--- src/hdl/stmoc_pkg.sv ---
package stmoc_pkg;
  // Register byte addresses on the 32-bit Wishbone bus
  localparam logic [7:0] ADDR_CTRL0  = 8'h00; // Counter on control
  localparam logic [7:0] ADDR_CTRL1  = 8'h04; // timer_control_one
  localparam logic [7:0] ADDR_CNT_LO = 8'h08; // counter_low_byte
  localparam logic [7:0] ADDR_CNT_HI = 8'h0C; // Counter high byte
  localparam logic [7:0] ADDR_CMPA_L = 8'h10; // Compare A low byte
  localparam logic [7:0] ADDR_CMPA_H = 8'h14; // Compare A high byte
  localparam logic [7:0] ADDR_CMPP   = 8'h18; // Compare P value
  localparam logic [7:0] ADDR_STAT   = 8'h1C; // Sticky event status
  localparam logic [7:0] ADDR_MASK   = 8'h20; // Interrupt mask
  // Control-one field positions
  localparam int MODE_HI  = 7;
  localparam int MODE_LO  = 6;
  localparam int PIN_HI   = 5;
  localparam int PIN_LO   = 4;
  localparam int INIT_BIT = 3;
  localparam int INV_BIT  = 2;
  localparam int SWAP_BIT = 1;
  localparam int CLR_BIT  = 0;
  localparam int ON_BIT   = 3; // In control zero
  // Status bit positions
  localparam int ST_A   = 0;
  localparam int ST_P   = 1;
  localparam int ST_CAP = 2;
  // Reset values
  localparam logic [7:0]  CTRL_RST = 8'h00;
  localparam logic [15:0] CNT_RST  = 16'h0000;
  localparam logic [2:0]  ST_RST   = 3'h0;
  // Operating modes
  typedef enum logic [1:0] {
    STMOC_CMP = 2'h0,
    STMOC_CAP = 2'h1,
    STMOC_PWM = 2'h2,
    STMOC_TMR = 2'h3
  } stmoc_mode_t;
endpackage : stmoc_pkg

--- src/hdl/stmoc_core.sv ---
// Function
// - PWM pin action: inactive, active, PWM, pulse
// - Capture edge: rise, fall, both, off
// - Compare A match sets, clears or toggles
// - Pin action zero leaves pin unchanged in compare mode
// - Request equal to initial level: no change
// - Pin action change restores initial level in compare mode
// - Initial level bit sets compare start level
// - Initial level bit sets PWM active level
// - Invert bit inverts pin in every mode, driven in compare and PWM only
// - Swap bit exchanges period and duty roles
// - Clear select: A match, else P/overflow
// - Overflow clears only with P zero in compare and timer modes
// - Clear select ignored in PWM and capture
// - Counter low byte reads live counter
// - Mode field selects four operating modes
// - Counter-on rise zeroes counter, restores pin in compare mode
// - P compares top eight counter bits
`timescale 1ns/100ps
`default_nettype none
module stmoc_core (
  input  wire logic        core_clk,
  input  wire logic        rst,
  input  wire logic        tick_en,
  input  wire logic        wb_cyc_i,
  input  wire logic        wb_stb_i,
  input  wire logic        wb_we_i,
  input  wire logic [7:0]  wb_adr_i,
  input  wire logic [3:0]  wb_sel_i,
  input  wire logic [31:0] wb_dat_i,
  output logic      [31:0] wb_dat_o,
  output logic             wb_ack_o,
  input  wire logic        timer_pin_i,
  output logic             timer_pin_o,
  output logic             timer_pin_oe,
  output logic      [15:0] capture_value,
  output logic             irq
);
  logic [7:0]  ctrl0_reg;        // Counter on lives in bit 3
  logic [7:0]  timer_control_one; // Mode and pin control
  logic [15:0] cnt_reg;          // Live counter
  logic [15:0] compare_a_value;  // Compare A
  logic [7:0]  compare_p_value;  // Compare P, top byte only
  logic [2:0]  stat_reg;         // Sticky events
  logic [2:0]  mask_reg;         // Interrupt enables
  logic        pin_reg;          // Raw pin level before invert
  logic        on_d_reg;         // Counter on, delayed
  logic [1:0]  pin_act_d_reg;    // Pin action, delayed
  logic        in_d_reg;         // Pin input, delayed
  logic        pulse_done_reg;   // Single pulse has fired
  logic        a_hit_reg;        // A already matched this pass
  logic        ack_reg;          // Bus answer

  stmoc_pkg::stmoc_mode_t mode;
  logic [1:0] pin_action_select;
  logic       output_initial_level;
  logic       output_invert;
  logic       period_duty_swap;
  logic       counter_clear_select;
  logic       counter_on;
  logic       on_rise;      // Counter on edge
  logic       act_change;   // Pin action edit
  logic       a_match;      // Compare A equality
  logic       p_match;      // Compare P equality
  logic       a_event;      // Single event per pass
  logic       ovf;          // Counter at maximum
  logic       clr_cnt;      // Counter clear term
  logic       pwm_end;      // Period reached
  logic       pwm_act;      // Duty phase active
  logic       cap_evt;      // Capture edge seen
  logic       wr;           // Bus write strobe
  logic       rd_hit;       // Address decoded
  logic [7:0] rd_byte;      // Read mux
  logic [15:0] per_val;     // PWM period
  logic [15:0] duty_val;    // PWM duty

  // Field extraction
  assign mode = stmoc_pkg::stmoc_mode_t'(
    timer_control_one[stmoc_pkg::MODE_HI:stmoc_pkg::MODE_LO]);
  assign pin_action_select =
    timer_control_one[stmoc_pkg::PIN_HI:stmoc_pkg::PIN_LO];
  assign output_initial_level = timer_control_one[stmoc_pkg::INIT_BIT];
  assign output_invert        = timer_control_one[stmoc_pkg::INV_BIT];
  assign period_duty_swap     = timer_control_one[stmoc_pkg::SWAP_BIT];
  assign counter_clear_select = timer_control_one[stmoc_pkg::CLR_BIT];
  assign counter_on           = ctrl0_reg[stmoc_pkg::ON_BIT];
  assign on_rise    = counter_on & ~on_d_reg;
  assign act_change = pin_action_select != pin_act_d_reg;

  // Comparators
  assign a_match = tick_en & counter_on & (cnt_reg == compare_a_value);
  assign p_match = tick_en & counter_on & (compare_p_value != 8'h00)
                 & (cnt_reg[15:8] == compare_p_value)
                 & (cnt_reg[7:0] == 8'h00);
  assign a_event = a_match & ~a_hit_reg;
  assign ovf     = tick_en & counter_on & (cnt_reg == 16'hFFFF);

  // PWM roles
  always_comb begin
    if (period_duty_swap) begin
      per_val  = compare_a_value;
      duty_val = {compare_p_value, 8'h00};
    end else begin
      per_val  = {compare_p_value, 8'h00};
      duty_val = compare_a_value;
    end
  end
  assign pwm_end = tick_en & counter_on & (per_val != 16'h0000)
                 & (cnt_reg == per_val - 16'h0001);
  assign pwm_act = cnt_reg < duty_val;

  // Clear source selection
  always_comb begin
    if (mode == stmoc_pkg::STMOC_PWM) begin
      clr_cnt = pwm_end | ovf;
    end else if (mode == stmoc_pkg::STMOC_CAP) begin
      clr_cnt = ovf;
    end else if (counter_clear_select) begin
      clr_cnt = a_match;
    end else begin
      clr_cnt = p_match | (ovf & (compare_p_value == 8'h00));
    end
  end

  // Counter
  always_ff @(posedge core_clk) begin
    if (rst) begin
      cnt_reg <= stmoc_pkg::CNT_RST;
    end else if (on_rise) begin
      cnt_reg <= stmoc_pkg::CNT_RST;
    end else if (clr_cnt) begin
      cnt_reg <= stmoc_pkg::CNT_RST;
    end else if (tick_en & counter_on) begin
      cnt_reg <= cnt_reg + 16'h0001;
    end
  end

  // Pass tracker for the A event
  always_ff @(posedge core_clk) begin
    if (rst) begin
      a_hit_reg <= 1'b0;
    end else if (on_rise | (tick_en & cnt_reg != compare_a_value)) begin
      a_hit_reg <= 1'b0;
    end else if (a_match) begin
      a_hit_reg <= 1'b1;
    end
  end

  // Edge history
  always_ff @(posedge core_clk) begin
    if (rst) begin
      on_d_reg      <= 1'b0;
      pin_act_d_reg <= 2'h0;
      in_d_reg      <= 1'b0;
    end else begin
      on_d_reg      <= counter_on;
      pin_act_d_reg <= pin_action_select;
      in_d_reg      <= timer_pin_i;
    end
  end

  // Output waveform
  always_ff @(posedge core_clk) begin
    if (rst) begin
      pin_reg        <= 1'b0;
      pulse_done_reg <= 1'b0;
    end else begin
      unique case (mode)
        stmoc_pkg::STMOC_CMP: begin
          if (on_rise | act_change) begin
            pin_reg <= output_initial_level;
          end else if (a_event) begin
            unique case (pin_action_select)
              2'h0: pin_reg <= pin_reg;
              2'h1: pin_reg <= 1'b0;
              2'h2: pin_reg <= 1'b1;
              2'h3: pin_reg <= ~pin_reg;
            endcase
          end
        end
        stmoc_pkg::STMOC_PWM: begin
          // Active level is the initial level bit
          unique case (pin_action_select)
            2'h0: pin_reg <= ~output_initial_level;
            2'h1: pin_reg <= output_initial_level;
            2'h2: pin_reg <= counter_on & pwm_act ?
                             output_initial_level : ~output_initial_level;
            2'h3: pin_reg <= counter_on & ~pulse_done_reg & pwm_act ?
                             output_initial_level : ~output_initial_level;
          endcase
          if (on_rise) begin
            pulse_done_reg <= 1'b0;
          end else if (pwm_end & pin_action_select == 2'h3) begin
            pulse_done_reg <= 1'b1;
          end
        end
        default: pin_reg <= pin_reg;
      endcase
    end
  end
  // Invert stage, pin released in capture and timer modes
  assign timer_pin_o  = pin_reg ^ output_invert;
  assign timer_pin_oe = (mode == stmoc_pkg::STMOC_CMP)
                      | (mode == stmoc_pkg::STMOC_PWM);

  // Capture edge select
  always_comb begin
    unique case (pin_action_select)
      2'h0: cap_evt = timer_pin_i & ~in_d_reg;
      2'h1: cap_evt = ~timer_pin_i & in_d_reg;
      2'h2: cap_evt = timer_pin_i ^ in_d_reg;
      2'h3: cap_evt = 1'b0;
    endcase
  end
  always_ff @(posedge core_clk) begin
    if (rst) begin
      capture_value <= stmoc_pkg::CNT_RST;
    end else if (mode == stmoc_pkg::STMOC_CAP & counter_on & cap_evt) begin
      capture_value <= cnt_reg;
    end
  end

  // Bus decode and write
  assign wr = wb_cyc_i & wb_stb_i & wb_we_i & ~ack_reg & wb_sel_i[0];
  always_ff @(posedge core_clk) begin
    if (rst) begin
      ctrl0_reg         <= stmoc_pkg::CTRL_RST;
      timer_control_one <= stmoc_pkg::CTRL_RST;
      compare_a_value   <= stmoc_pkg::CNT_RST;
      compare_p_value   <= stmoc_pkg::CTRL_RST;
      mask_reg          <= stmoc_pkg::ST_RST;
    end else if (wr) begin
      unique case (wb_adr_i)
        stmoc_pkg::ADDR_CTRL0:  ctrl0_reg <= wb_dat_i[7:0] & 8'hF8;
        stmoc_pkg::ADDR_CTRL1:  timer_control_one <= wb_dat_i[7:0];
        stmoc_pkg::ADDR_CMPA_L: compare_a_value[7:0] <= wb_dat_i[7:0];
        stmoc_pkg::ADDR_CMPA_H: compare_a_value[15:8] <= wb_dat_i[7:0];
        stmoc_pkg::ADDR_CMPP:   compare_p_value <= wb_dat_i[7:0];
        stmoc_pkg::ADDR_MASK:   mask_reg <= wb_dat_i[2:0];
        default: ; // Read-only or unmapped: ignored
      endcase
    end
  end

  // Sticky status, set wins over write-one clear
  always_ff @(posedge core_clk) begin
    if (rst) begin
      stat_reg <= stmoc_pkg::ST_RST;
    end else begin
      stat_reg <= (stat_reg & ~((wr & wb_adr_i == stmoc_pkg::ADDR_STAT)
                                ? wb_dat_i[2:0] : 3'h0))
                | {(mode == stmoc_pkg::STMOC_CAP) & counter_on & cap_evt,
                   p_match & ~(counter_clear_select
                               & (mode == stmoc_pkg::STMOC_CMP
                                  | mode == stmoc_pkg::STMOC_TMR)),
                   a_event};
    end
  end
  assign irq = |(stat_reg & mask_reg);

  // Read mux
  always_comb begin
    rd_hit = 1'b1;
    unique case (wb_adr_i)
      stmoc_pkg::ADDR_CTRL0:  rd_byte = ctrl0_reg;
      stmoc_pkg::ADDR_CTRL1:  rd_byte = timer_control_one;
      stmoc_pkg::ADDR_CNT_LO: rd_byte = cnt_reg[7:0];
      stmoc_pkg::ADDR_CNT_HI: rd_byte = cnt_reg[15:8];
      stmoc_pkg::ADDR_CMPA_L: rd_byte = compare_a_value[7:0];
      stmoc_pkg::ADDR_CMPA_H: rd_byte = compare_a_value[15:8];
      stmoc_pkg::ADDR_CMPP:   rd_byte = compare_p_value;
      stmoc_pkg::ADDR_STAT:   rd_byte = {5'h00, stat_reg};
      stmoc_pkg::ADDR_MASK:   rd_byte = {5'h00, mask_reg};
      default: begin
        rd_hit  = 1'b0;
        rd_byte = 8'h00;
      end
    endcase
  end

  // One-cycle ack, read data registered
  always_ff @(posedge core_clk) begin
    if (rst) begin
      ack_reg  <= 1'b0;
      wb_dat_o <= 32'h0000_0000;
    end else begin
      ack_reg  <= wb_cyc_i & wb_stb_i & ~ack_reg;
      wb_dat_o <= rd_hit ? {24'h00_0000, rd_byte} : 32'h0000_0000;
    end
  end
  assign wb_ack_o = ack_reg;

  // Checks
  init_restore_a: assert property (@(posedge core_clk) disable iff (rst)
    (mode == stmoc_pkg::STMOC_CMP) & act_change & ~on_rise |=>
    pin_reg == $past(output_initial_level))
    else $error("pin not restored");
  on_rise_a: assert property (@(posedge core_clk) disable iff (rst)
    on_rise |=> cnt_reg == 16'h0000)
    else $error("counter not zeroed");
  keep_pin_a: assert property (@(posedge core_clk) disable iff (rst)
    (mode == stmoc_pkg::STMOC_CMP) & a_event & ~on_rise & ~act_change
    & pin_action_select == 2'h0 |=> $stable(pin_reg))
    else $error("pin moved");
  toggle_a: assert property (@(posedge core_clk) disable iff (rst)
    (mode == stmoc_pkg::STMOC_CMP) & a_event & ~on_rise & ~act_change
    & pin_action_select == 2'h3 |=> pin_reg != $past(pin_reg))
    else $error("no toggle");
  invert_a: assert property (@(posedge core_clk) disable iff (rst)
    timer_pin_o == (pin_reg ^ output_invert))
    else $error("invert wrong");
  clr_a_a: assert property (@(posedge core_clk) disable iff (rst)
    (mode == stmoc_pkg::STMOC_CMP) & counter_clear_select & a_match
    & ~on_rise |=> cnt_reg == 16'h0000)
    else $error("A clear missed");
  // With P nonzero only a P match may clear the counter
  ovf_a: assert property (@(posedge core_clk) disable iff (rst)
    (mode == stmoc_pkg::STMOC_CMP | mode == stmoc_pkg::STMOC_TMR)
    & ~counter_clear_select & compare_p_value != 8'h00 & ~p_match
    |-> ~clr_cnt)
    else $error("wrap wrong");
  // Level compared with the bit that produced it
  pwm_lvl_a: assert property (@(posedge core_clk) disable iff (rst)
    (mode == stmoc_pkg::STMOC_PWM) & pin_action_select == 2'h1
    & $stable(timer_control_one)
    |=> pin_reg == $past(output_initial_level))
    else $error("active level wrong");
  one_evt_a: assert property (@(posedge core_clk) disable iff (rst)
    a_event |=> ~a_event)
    else $error("double A event");
  low_byte_a: assert property (@(posedge core_clk) disable iff (rst)
    wb_cyc_i & wb_stb_i & ~ack_reg & wb_adr_i == stmoc_pkg::ADDR_CNT_LO
    |=> wb_dat_o[7:0] == $past(cnt_reg[7:0]))
    else $error("low byte wrong");
endmodule : stmoc_core
`default_nettype wire

--- config.mk ---
export PLATFORM = sky130hd
export DESIGN_NAME = stmoc_core
export DESIGN_NICKNAME = d
export VERILOG_FILES = /design/src/hdl/stmoc_pkg.sv /design/src/hdl/stmoc_core.sv
export SDC_FILE = /design/constraint.sdc
export NUM_CORES = 1
export LEC_CHECK = 0
export BUFFER_PORTS_ARGS = -buffer_cell sky130_fd_sc_hd__buf_2
export CAP_MARGIN = 10
export CORE_MARGIN = 2
export CORE_UTILIZATION = 35
export CTS_BUF_LIST = sky130_fd_sc_hd__clkbuf_4 sky130_fd_sc_hd__clkbuf_8
export CTS_CLUSTER_SIZE = 40
export DETAILED_ROUTE_END_ITERATION = 8
export PLACE_DENSITY_LB_ADDON = 0.05
export SLEW_MARGIN = 5
export SYNTH_ARGS = -nofsm -noshare
export SYNTH_HDL_FRONTEND = slang
export SYNTH_SLANG_ARGS = --single-unit
--- constraint.sdc ---
create_clock -name core_clk -period 6.74 [get_ports core_clk]
set_input_delay 1.348 -clock core_clk [delete_from_list [all_inputs] [get_ports core_clk]]
set_output_delay 1.348 -clock core_clk [all_outputs]
set_load 0.02 [all_outputs]
After elaboration in Yosys (flattened, before gate mapping)
Cells that the tools add are included.
{ "classes": {"addsub": 2, "magnitude_cmp": 1, "n_eq_ne": 22, "muxes": 18, "bitwise_logic": 50, "reduce_logical": 22} }
{ "op_table": {"columns": ["cell", "n"], "rows": [
  ["case mux 8 bit (9 select lines)", 1],
  ["equality test 16 bit", 2],
  ["equality test 8 x 5 -> 1 bit, second input constant", 4],
  ["two-way mux 16 bit", 2],
  ["AND 1 bit", 28],
  ["zero test 8 bit", 3],
  ["adder 16 x 1 -> 16 bit, second input constant", 1],
  ["equality test 16 bit, second input constant", 1],
  ["equality test 8 x 4 -> 1 bit, second input constant", 2],
  ["less-than comparator 16 bit", 1],
  ["inequality test 16 bit", 1],
  ["nonzero test 16 bit", 1],
  ["subtractor 16 x 1 -> 16 bit, second input constant", 1],
  ["AND reduction 2 bit", 7],
  ["two-way mux 1 bit", 10],
  ["NOT 1 bit", 10],
  ["OR reduction 9 bit", 1],
  ["equality test 2 bit, second input constant", 4],
  ["equality test 8 x 3 -> 1 bit, second input constant", 1],
  ["equality test 8 x 6 -> 1 bit, second input constant", 1],
  ["equality test 8 bit", 1],
  ["case mux 1 bit (4 select lines)", 2],
  ["nonzero test 8 bit", 1],
  ["AND 3 bit", 2],
  ["15 further kinds", 27]
]} }
{ "totals": {"regBits": 115, "inputBits": 51, "out_inout_bits": 52, "wordCells": 133} }

Logic depth before layout (Yosys ltp)
Gate-level depths: netlist of the first run.
{ "depth": {"depth_word": 9, "depth_mapped": 16} }

Least setup slack after synthesis of the first run
Ideal clock, no wire load.
{ "synth_timing": {"path_kind": "register -> register", "startpoint": "register timer_control_one[1]", "endpoint": "register cnt_reg[12]", "setup_ns": 0.115, "t_arrival_ns": 3.475, "setup_slack_ns": 3.150, "stages_incl_launch_ff": 16, "path_buffers": 5, "period_less_slack_ns": 3.590, "cell_sequence": "dfxtp_1 > buf_2 > buf_2 > buf_1 > buf_1 > nand2_1 > ha_1 > xnor2_1 > a2111oi_0 > o2111a_1 > nand4_1 > nor4_1 > a31oi_1 > nor3_4 > buf_8 > nor2_2"} }
{ "synth_via": {"elab_chain_len": 7} }
{ "synth_rtl": {"columns": ["item", "line_no", "text"], "rows": [
  ["start: declaration", "stmoc_core.sv:40", "logic [7:0] timer_control_one;"],
  ["start signal: assignment", "stmoc_core.sv:228", "timer_control_one <= stmoc_pkg::CTRL_RST;"],
  ["start signal: assignment", "stmoc_core.sv:235", "stmoc_pkg::ADDR_CTRL1: timer_control_one <= wb_dat_i[7:0];"],
  ["two-way mux 16 bit (*)", "stmoc_core.sv:100", "if (period_duty_swap) begin"],
  ["subtractor 16 x 1 -> 16 bit or nonzero test 16 bit (tied branches)", "stmoc_core.sv:109, stmoc_core.sv:108", null],
  ["equality test 16 bit or AND 1 bit (tied branches)", "stmoc_core.sv:109, stmoc_core.sv:108", null],
  ["AND 1 bit (*)", "stmoc_core.sv:109", "& (cnt_reg == per_val - 16'h0001);"],
  ["OR 1 bit (*)", "stmoc_core.sv:115", "clr_cnt = pwm_end | ovf;"],
  ["two-way mux 1 bit (*)", "stmoc_core.sv:114", "if (mode == stmoc_pkg::STMOC_PWM) begin"],
  ["OR reduction 3 bit (no line) (*)", null, null],
  ["end signal: assignment", "stmoc_core.sv:128", "cnt_reg <= stmoc_pkg::CNT_RST;"],
  ["end signal: assignment", "stmoc_core.sv:130", "cnt_reg <= stmoc_pkg::CNT_RST;"],
  ["end signal: assignment", "stmoc_core.sv:132", "cnt_reg <= stmoc_pkg::CNT_RST;"],
  ["end: declaration", "stmoc_core.sv:41", "logic [15:0] cnt_reg;"]
]} }
Mark *: on every way between the ends. The rest lies on a longest branch, timed or not.
A chain may end at the register's enable or synchronous reset.

Worst setup path in the final report of the first run
{ "layout_timing": {"startpoint": "register timer_control_one[1]", "endpoint": "register cnt_reg[6]"} }
Same word-level chain as after synthesis.

==> metrics.cfg, run 1 <==
[worst_setup_path]
r2r_start=timer_control_one[1]
criticalPathCategory=flop to flop
cp_max_fo=26
reg2reg_setup_slack_ns=2.85
start_kind=flop
r2r_cells=9
crit_end=cnt_reg[6]
crit_start=timer_control_one[1]
critical_path_required_ns=6.97
end_kind=flop
r2r-end=cnt_reg[6]
crit_arrival_ns=4.12

[synth]
synthesis.area_um2=5937
synth_warnings=0
synth_edf_count=0
syn_avg_cell_area_um2=8.001
ys.flop_type=dfxtp_1
synth_seq_cells=91
ys_types=69
syn-instance-count=742
synthArstFlopShare_pct=0
ys_seq_area_share_pct=30.68

[die]
io_pins=103
start_util_pct=35.80
num_rows=47
die_w_um=134.2
die_h_um=134.2
die_area_um2=18020
core_area_um2=16580

[global_route]
antenna_found_initial=0
globalRouteOverflowTotal=0
grt_pass1_wl_mm=29.86
grt_max_degree=71
grt_use_total_pct=21.73
grt_pass1_vias=4796

[pwr]
cellPowerDensity_nw_per_um2=150.2
irDropWorstVdd_uv=64.92
leakage_nw=2.580

[clock_tree]
root_buffer=clkbuf_8
post_cts_buffers=0
cts_tree=yes
clock_latency_ns=0.38
cts_sinks=91
clk_pin_slew_ns=0.10
cts_inserted_buffers=9
cts_hold_buf=0
cts_resized=0
cts_buffer_depth=2
htreeDepth=3

[drt]
first_iter_violations=493
drtPass1Iterations=6
wl_mm=19.39
drc_errors=0
ant_nets=0
routedWlPerCell_um=20.03
vias_per_cell=5.502
dr_total_vias=5326

[timing]
rsz0062_at_grt=false
worst_pin_slew_ns=1.109
skew_ns=0.01360
setup_viol=0
setup_tns_ns=0
fmax_ghz=0.2572
finalCritPeriodShare_pct=57.69
drv_slew=0
slew_headroom_pct=25.84
final_hold_viol_count=0
layout_min_cycle_time_ns=3.889

[place]
dp_hpwl_mm=13.59
place_congestion=0.8496
portBuffers=51
place_inst=952

[finish]
antenna_cells=0
syn_to_final_growth_pct=6.849
nNetsFinal=817
drive_above_1_share_pct=13.77
instances_no_fill=968

[run_status]
status=finished, final reports clean

[hold_path]
hold_start=wb_ack_o
hold_class=flop to flop

[flow_run]
drv_cap=0

==> worst min-delay path by stage <==
stage	cells past startpoint	slack, ns	endpoint
floorplan	2	0.43	ctrl0_reg[6]
finish	1	0.47	wb_ack_o
CTS	2	0.47	ctrl0_reg[5]
detailed placement	2	0.46	ctrl0_reg[5]
global route	2	0.50	ctrl0_reg[7]
global placement	2	0.45	ctrl0_reg[5]
==> layout by cell type (no fill, tap or decap), drive strengths merged, types with 8 or more instances in the layout <==
| cell type | netlist | routed |
|---|---|---|
| a21oi | 55 | 55 |
| a22oi | 9 | 9 |
| xor2 | 33 | 33 |
| ha | 23 | 23 |
| nor4 | 11 | 11 |
| nor2b | 8 | 8 |
| dfxtp | 91 | 91 |
| nand4 | 15 | 15 |
| nor2 | 79 | 79 |
| nor3 | 14 | 14 |
| a31oi | 11 | 11 |
| buf | 35 | 56 |
| nand2 | 75 | 75 |
| nand3 | 45 | 45 |
| o21ai | 17 | 17 |
| conb | 1 | 24 |
| mux2i | 40 | 40 |
| inv | 15 | 16 |
| xnor2 | 25 | 25 |
| clkbuf | 54 | 11 |
==> critical path: stages (launching register included) <==
cell	delay, ns
dfxtp_1	0.88
buf_4	0.42
nor4b_1	0.36
o211ai_1	0.22
o21ai_0	0.24
nand4_1	0.12
nor4_1	0.46
a31oi_1	0.20
nor3_4	0.70
nor2_1	0.10
==> area by class of cell <==
type                            count  area (um2)
Sequential cell                    91        1822
Inverter                           15       56.30
Clock inverter                      5       35.03
Tap cell                          220       275.3
Clock buffer                       11       151.4
Multi-Input combinational cell    570        3711
Fill cell                        1767       10240
Timing Repair Buffer               56       292.8
==> where the power goes <==
| part | total, mW | switching, mW | leakage [nW] | internal (mW) |
|---|---|---|---|---|
| Combinational | 0.0495 | 0.0391 | 1.75 | 0.0104 |
| Sequential | 0.538 | 0.000493 | 0.733 | 0.538 |
| Clock | 0.365 | 0.210 | 0.0957 | 0.155 |
==> metrics by stage <==
| step | cell area, um2 | util (%) | setup slack, ns | power, mW | hold WS, ns |
|---|---|---|---|---|---|
| final | 6344 | 38.25 | 2.851 | 0.9529 | 0.4723 |
| after global routing | 6344 | 38.25 | 2.636 | 0.9891 | 0.4951 |
| after CTS | 6344 | 38.25 | 2.878 | 0.9616 | 0.4708 |
| after detailed placement | 6157 | 37.13 | 2.746 | 0.5996 | 0.4572 |
| after global placement | 6157 | 37.13 | 2.789 | 0.5994 | 0.4475 |
| after floorplan | 6023 | - | 3.150 | 0.5930 | 0.4334 |
==> cells by family after synthesis <==
logic type | share of synthesized area, %
fa+ha+maj | 4.847
flops | 30.68
mux | 9.652
compound gates | 14.56
simple gates | 23.29
xor+xnor | 8.556
other cells | 0.06316
buf+inv | 8.345
==> cell usage after synthesis (2+ instances only) <==
cell,number,area [um2]
nand4_1,15,93.84
nor2_2,10,62.56
nand3_1,45,225.2
o31ai_1,2,15.01
a22oi_1,9,67.56
a21oi_1,54,270.3
buf_1,7,26.28
nor3_1,13,65.06
inv_1,15,56.30
o21ai_0,17,85.08
or4_1,3,22.52
a31oi_1,11,68.82
nor4_1,11,68.82
nand3b_1,2,15.01
nand2_1,75,281.5
a21o_1,4,30.03
buf_2,3,15.01
ha_1,23,287.8
and3_1,3,18.77
a2111oi_0,2,17.52
buf_4,24,180.2
mux2i_1,40,400.4
o211ai_1,2,15.01
a22o_1,4,35.03
dfxtp_1,91,1822
or3_1,7,43.79
nand2b_1,4,25.02
nor2_1,69,259.0
a2bb2oi_1,2,17.52
a222oi_1,5,50.05
clkbuf_1,54,202.7
mux4_2,3,67.56
xor2_1,33,289.0
a211oi_1,2,15.01
o41ai_1,2,17.52
nor4b_1,2,17.52
and2_1,3,18.77
nor2b_1,8,50.05
mux2_2,7,78.83
nand4b_1,2,17.52
xnor2_1,25,219.0
and4_1,2,17.52
==> routing by layer <==
metal  track usage (%)  wire [um]  up-vias  share of wire, %
met2             31.43       8257      206                43
li1                  -          -     2557                 -
met5                 0          0        -                 0
met4             6.199        395        0               2.0
met3             3.590       1344       20               6.9
met1             32.88       9389     2543                48
Power figures use the tool's default switching activity.
==> inputs of run 2 (changes only) <==
==> constraint.sdc (replaced) <==
create_clock -name core_clk -period 3.5 [get_ports core_clk]
set_input_delay 0.7 -clock core_clk [delete_from_list [all_inputs] [get_ports core_clk]]
set_output_delay 0.7 -clock core_clk [all_outputs]
set_load 0.02 [all_outputs]
==> run 2 against run 1 <==
- critical path depth stayed put
- cell count is 2.7% higher
- core utilization is 1.3 points higher
==> metrics.cfg, run 2 (same netlist as run 1, synthesis figures left out) <==
[timing]
slew_headroom_pct=53.30  ; was 25.84%
layout_min_cycle_time_ns=3.036  ; was 3.889 ns
setup_tns_ns=0  ; unchanged
worst_pin_slew_ns=0.6990  ; was 1.109 ns
skew_ns=0.01809  ; was 0.01360 ns
drv_slew=0  ; unchanged
fin_worst_hold_slack_ns=0.4709  ; was 0.4723 ns
setup_viol=0  ; unchanged
rsz0062_at_grt=false  ; unchanged
fmax_ghz=0.3294  ; was 0.2572 GHz
final_hold_viol_count=0  ; unchanged
finalCritPeriodShare_pct=86.75  ; was 57.69%

[drt]
met2_length_mm=8.798  ; was 8.257 mm
vias_per_cell=5.504  ; was 5.502
ant_nets=0  ; unchanged
wl_mm=20.29  ; was 19.39 mm
dr_total_vias=5471  ; was 5326
dr.max_layer_used=met4  ; unchanged
wl_met1_mm=9.794  ; was 9.389 mm
routedWlPerCell_um=20.42  ; was 20.03 um
first_iter_violations=591  ; was 493
drtPass1Iterations=7  ; was 6
drc_errors=0  ; unchanged
wl_met3_mm=1.222  ; was 1.344 mm

[global_route]
grt_pass1_wl_mm=30.87  ; was 29.86 mm
grt_use_total_pct=22.74  ; was 21.73%
antenna_found_initial=1  ; was 0
grt_pass1_vias=5043  ; was 4796
globalRouteOverflowTotal=0  ; unchanged
grt_max_degree=37  ; was 71

[clock_tree]
clk_pin_slew_ns=0.10  ; about the same
post_cts_buffers=0  ; unchanged
cts_resized=0  ; unchanged
cts_sinks=91  ; unchanged
cts_hold_buf=0  ; unchanged
htreeDepth=3  ; unchanged
cts_buffer_depth=2  ; unchanged
root_buffer=clkbuf_8  ; unchanged
cts_inserted_buffers=9  ; unchanged
cts_tree=yes  ; unchanged
clock_latency_ns=0.39  ; was 0.38 ns

[worst_setup_path]
r2r_cells=9  ; unchanged
slowest_stage=or4_1  ; was dfxtp_1
crit_start=compare_a_value[2]  ; was timer_control_one[1]
crit_chain=or4_1 -> or4_1 -> a31oi_1 -> xor2_1 -> a21oi_1 -> a31oi_1 -> nor3_4 -> buf_4 -> nor2_1  ; was buf_4 -> nor4b_1 -> o211ai_1 -> o21ai_0 -> nand4_1 -> nor4_1 -> a31oi_1 -> nor3_4 -> nor2_1
cp_max_fo=16  ; was 26
crit_family=simple AND/OR/NAND/NOR gates  ; unchanged
end_kind=flop  ; unchanged
start_kind=flop  ; unchanged
critical_path_required_ns=3.76  ; was 6.97 ns
criticalPathCategory=flop to flop  ; unchanged
cp.buffers_inverters=1  ; unchanged
r2r_start=compare_a_value[2]  ; was timer_control_one[1]
crit_arrival_ns=3.30  ; was 4.12 ns
critical_path.max_stage_delay_ns=0.62  ; was 0.88 ns
worst-path-stages=9  ; unchanged

[die]
die_area_um2=18020  ; unchanged
num_rows=47  ; unchanged
io_pins=103  ; unchanged
core_area_um2=16580  ; unchanged
die_w_um=134.2  ; unchanged
start_util_pct=35.80  ; unchanged
die_h_um=134.2  ; unchanged

[place]
portBuffers=51  ; unchanged
dp_hpwl_mm=14.73  ; was 13.59 mm
place_congestion=0.9175  ; was 0.8496

[flow_run]
drv_cap=0  ; unchanged

[finish]
drive_above_1_share_pct=16.67  ; was 13.77%
nNetsFinal=843  ; was 817
final_common_cell=dfxtp_1  ; unchanged
antenna_cells=0  ; unchanged
syn_to_final_growth_pct=10.37  ; was 6.849%
mostFrequentLayoutCells=dfxtp_1 (91), nand2_1 (75), nor2_1 (69), a21oi_1 (54), buf_2 (51)  ; unchanged

[pwr]
irDropWorstVdd_uv=137.0  ; was 64.92 uV
leakage_nw=2.723  ; was 2.580 nW
cellPowerDensity_nw_per_um2=287.3  ; was 150.2 nW/um2

[hold_path]
hold_class=flop to flop  ; unchanged
hold_depth=1  ; unchanged
hold_start=wb_ack_o  ; unchanged

[run_status]
status=finished, final reports clean  ; unchanged

## run 2: worst register-to-register path: cells and delay by family (launching register included)
family / cells / cell delay [ns]
AO/OA/AOI/OAI: 3 / 0.67
XOR/XNOR: 1 / 0.11
buffers and inverters: 1 / 0.29
flip-flops: 1 / 0.53
AND/OR/NAND/NOR: 4 / 1.31
## run 2: stage by stage
step	utilization (%)	cell area [um2]	cells	setup slack [ns]	total power, mW
floorplan	-	6025	765	0.09162	1.142
global placement	38.31	6352	978	0.5667	1.158
detailed placement	38.31	6352	978	0.5284	1.158
CTS	39.51	6553	994	0.4989	1.906
global route	39.51	6553	994	0.1964	1.953
finish	39.51	6553	994	0.4639	1.883
## run 2: power breakdown
group	internal [mW]	switching (mW)
logic	0.0224	0.0773
registers	1.04	0.000892
clock network	0.336	0.410
total	1.39	0.488
## run 2: cell type report
type,instances,area [um2]
Multi-Input combinational cell,570,3711
Sequential cell,91,1822
Inverter,15,56.30
Fill cell,1726,10030
Tap cell,220,275.3
Timing Repair Buffer,82,488.0
Clock buffer,9,123.9
Clock inverter,7,76.32
## run 2: worst paths after layout
path / slack [ns] / end
worst max-delay path: 0.46 / cnt_reg[6]
worst min-delay path: 0.47 / wb_ack_o
worst max register to register: 0.46 / cnt_reg[6]
worst min register to register: 0.47 / wb_ack_o
## run 2: metal layers
layer / global-route usage (%) / vias up
li1: - / 2620
met2: 33.76 / 200
met1: 33.26 / 2621
met3: 3.779 / 30
met4: 7.544 / 0
met5: 0 / -
==> inputs of run 3 (changes only) <==
==> constraint.sdc (replaced) <==
create_clock -name core_clk -period 3.5 [get_ports core_clk]
set_input_delay 0.175 -clock core_clk [delete_from_list [all_inputs] [get_ports core_clk]]
set_output_delay 0.175 -clock core_clk [all_outputs]
set_load 0.02 [all_outputs]
==> run 3 against run 2 <==
- clock-buffer cell count unchanged
- global-route usage down 0.41 points
- die area unchanged
- critical path type unchanged
- critical endpoint is now cnt_reg[9]
- highest routed layer unchanged
==> metrics.cfg, run 3 (same netlist as run 1, synthesis figures left out) <==
[pwr]
leakage_nw=2.703  ; was 2.723 nW
irDropWorstVdd_uv=145.5  ; was 137.0 uV
cellPowerDensity_nw_per_um2=299.9  ; was 287.3 nW/um2
power.total_mw=1.962  ; was 1.883 mW

[clock_tree]
htreeDepth=3  ; unchanged
cts_hold_buf=1  ; was 0
clock_latency_ns=0.39  ; about the same
cts_sinks=91  ; unchanged
cts_resized=0  ; unchanged
clk_pin_slew_ns=0.11  ; was 0.10 ns
root_buffer=clkbuf_8  ; unchanged
cts_tree=yes  ; unchanged
post_cts_buffers=0  ; unchanged
cts_buffer_depth=2  ; unchanged
cts_inserted_buffers=9  ; unchanged

[timing]
layout_min_cycle_time_ns=3.200  ; was 3.036 ns
final_hold_viol_count=0  ; unchanged
rsz0062_at_grt=false  ; unchanged
fmax_ghz=0.3125  ; was 0.3294 GHz
setup_tns_ns=0  ; unchanged
drv_slew=0  ; unchanged
worst_pin_slew_ns=0.8994  ; was 0.6990 ns
fin_worst_hold_slack_ns=0.03577  ; was 0.4709 ns
worst_slack_ns=0.2996  ; was 0.4639 ns
skew_ns=0.01530  ; was 0.01809 ns
finalCritPeriodShare_pct=91.44  ; was 86.75%
slew_headroom_pct=39.49  ; was 53.30%
setup_viol=0  ; unchanged

[worst_setup_path]
critical_path.max_stage_delay_ns=0.79  ; was 0.62 ns
cp_max_fo=16  ; unchanged
crit_arrival_ns=3.47  ; was 3.30 ns
cp.buffers_inverters=1  ; unchanged
critical_path_required_ns=3.77  ; was 3.76 ns
reg2reg_setup_slack_ns=0.30  ; was 0.46 ns
start_kind=flop  ; unchanged
crit_chain=o41ai_1 -> o2111ai_1 -> a2111oi_0 -> a2bb2oi_2 -> a21oi_2 -> nor3_4 -> buf_4 -> nor2_1  ; was or4_1 -> or4_1 -> a31oi_1 -> xor2_1 -> a21oi_1 -> a31oi_1 -> nor3_4 -> buf_4 -> nor2_1
slowest_stage=o41ai_1  ; was or4_1
criticalPathCategory=flop to flop  ; unchanged
end_kind=flop  ; unchanged
crit_family=compound AO/OA/AOI/OAI gates  ; was simple AND/OR/NAND/NOR gates

[global_route]
grt_pass1_wl_mm=30.04  ; was 30.87 mm
antenna_found_initial=0  ; was 1
globalRouteOverflowTotal=0  ; unchanged
grt_pass1_vias=4909  ; was 5043
grt_use_total_pct=22.33  ; was 22.74%
grt_max_degree=50  ; was 37

[place]
place_inst=972  ; was 978
place_congestion=0.8942  ; was 0.9175
dp_hpwl_mm=14.46  ; was 14.73 mm
place_area_um2=6307  ; was 6352 um2
place_ws_ns=0.4246  ; was 0.5284 ns
portBuffers=51  ; unchanged

[die]
num_rows=47  ; unchanged
die_h_um=134.2  ; unchanged
die_w_um=134.2  ; unchanged
die_area_um2=18020  ; unchanged
start_util_pct=35.80  ; unchanged
io_pins=103  ; unchanged
core_area_um2=16580  ; unchanged

[drt]
dr_total_vias=5480  ; was 5471
drc_errors=0  ; unchanged
wl_mm=20.09  ; was 20.29 mm
drtPass1Iterations=5  ; was 7
routedWlPerCell_um=20.31  ; was 20.42 um
vias_per_cell=5.541  ; was 5.504
first_iter_violations=508  ; was 591
ant_nets=0  ; unchanged

[flow_run]
drv_cap=0  ; unchanged

[finish]
final_util_pct=39.44  ; was 39.51%
instances_no_fill=989  ; was 994
n_fill_cell=1720  ; was 1726
final_common_cell=dfxtp_1  ; unchanged
nNetsFinal=838  ; was 843
antenna_cells=0  ; unchanged
drive_above_1_share_pct=15.99  ; was 16.67%
fin_area_um2=6541  ; was 6553 um2
mostFrequentLayoutCells=dfxtp_1 (91), nand2_1 (75), nor2_1 (69), a21oi_1 (54), buf_2 (51)  ; unchanged
syn_to_final_growth_pct=10.18  ; was 10.37%

[hold_path]
hold_class=input port to flop  ; was flop to flop

[run_status]
status=finished, final reports clean  ; unchanged

-- run 3: report_power, final --
group          leakage [nW]  switching [mW]  internal [mW]  total, mW
clock                 0.108           0.418          0.408      0.826
combinational          1.86          0.0778         0.0217     0.0995
sequential            0.733        0.000932           1.04       1.04
-- run 3: path summary, 6_finish.rpt --
path	startpoint	endpoint	cells after the start
worst min-delay path	timer_pin_i	in_d_reg	3
worst min register to register	ctrl0_reg[7]	ctrl0_reg[7]	2
worst max register to register	compare_a_value[2]	cnt_reg[9]	8
worst max-delay path	compare_a_value[2]	cnt_reg[9]	8
-- run 3: metal layers --
| metal | part of all wire [%] | vias up | routed length, um | track usage, % |
|---|---|---|---|---|
| met5 | 0 | - | 0 | 0 |
| met4 | 1.9 | 0 | 381 | 7.018 |
| met3 | 6.0 | 26 | 1206 | 3.250 |
| met2 | 45 | 234 | 9011 | 34.10 |
| met1 | 47 | 2614 | 9489 | 32.37 |
| li1 | - | 2606 | - | - |
-- run 3: worst register-to-register path: cells and delay by family, from the launching register on --
kind	cells	cell delay (ns)
flip-flops	1	0.51
buffers and inverters	1	0.28
AO/OA/AOI/OAI	5	2.02
AND/OR/NAND/NOR	2	0.26
-- run 3: area by class of cell --
type                            count  area (um2)  share of cell area (%)
Clock inverter                      7       100.1                   1.530
Clock buffer                        9       123.9                   1.894
Multi-Input combinational cell    570        3711                   56.73
Timing Repair Buffer               77       452.9                   6.924
Tap cell                          220       275.3                   4.208
Sequential cell                    91        1822                   27.85
Inverter                           15       56.30                  0.8608
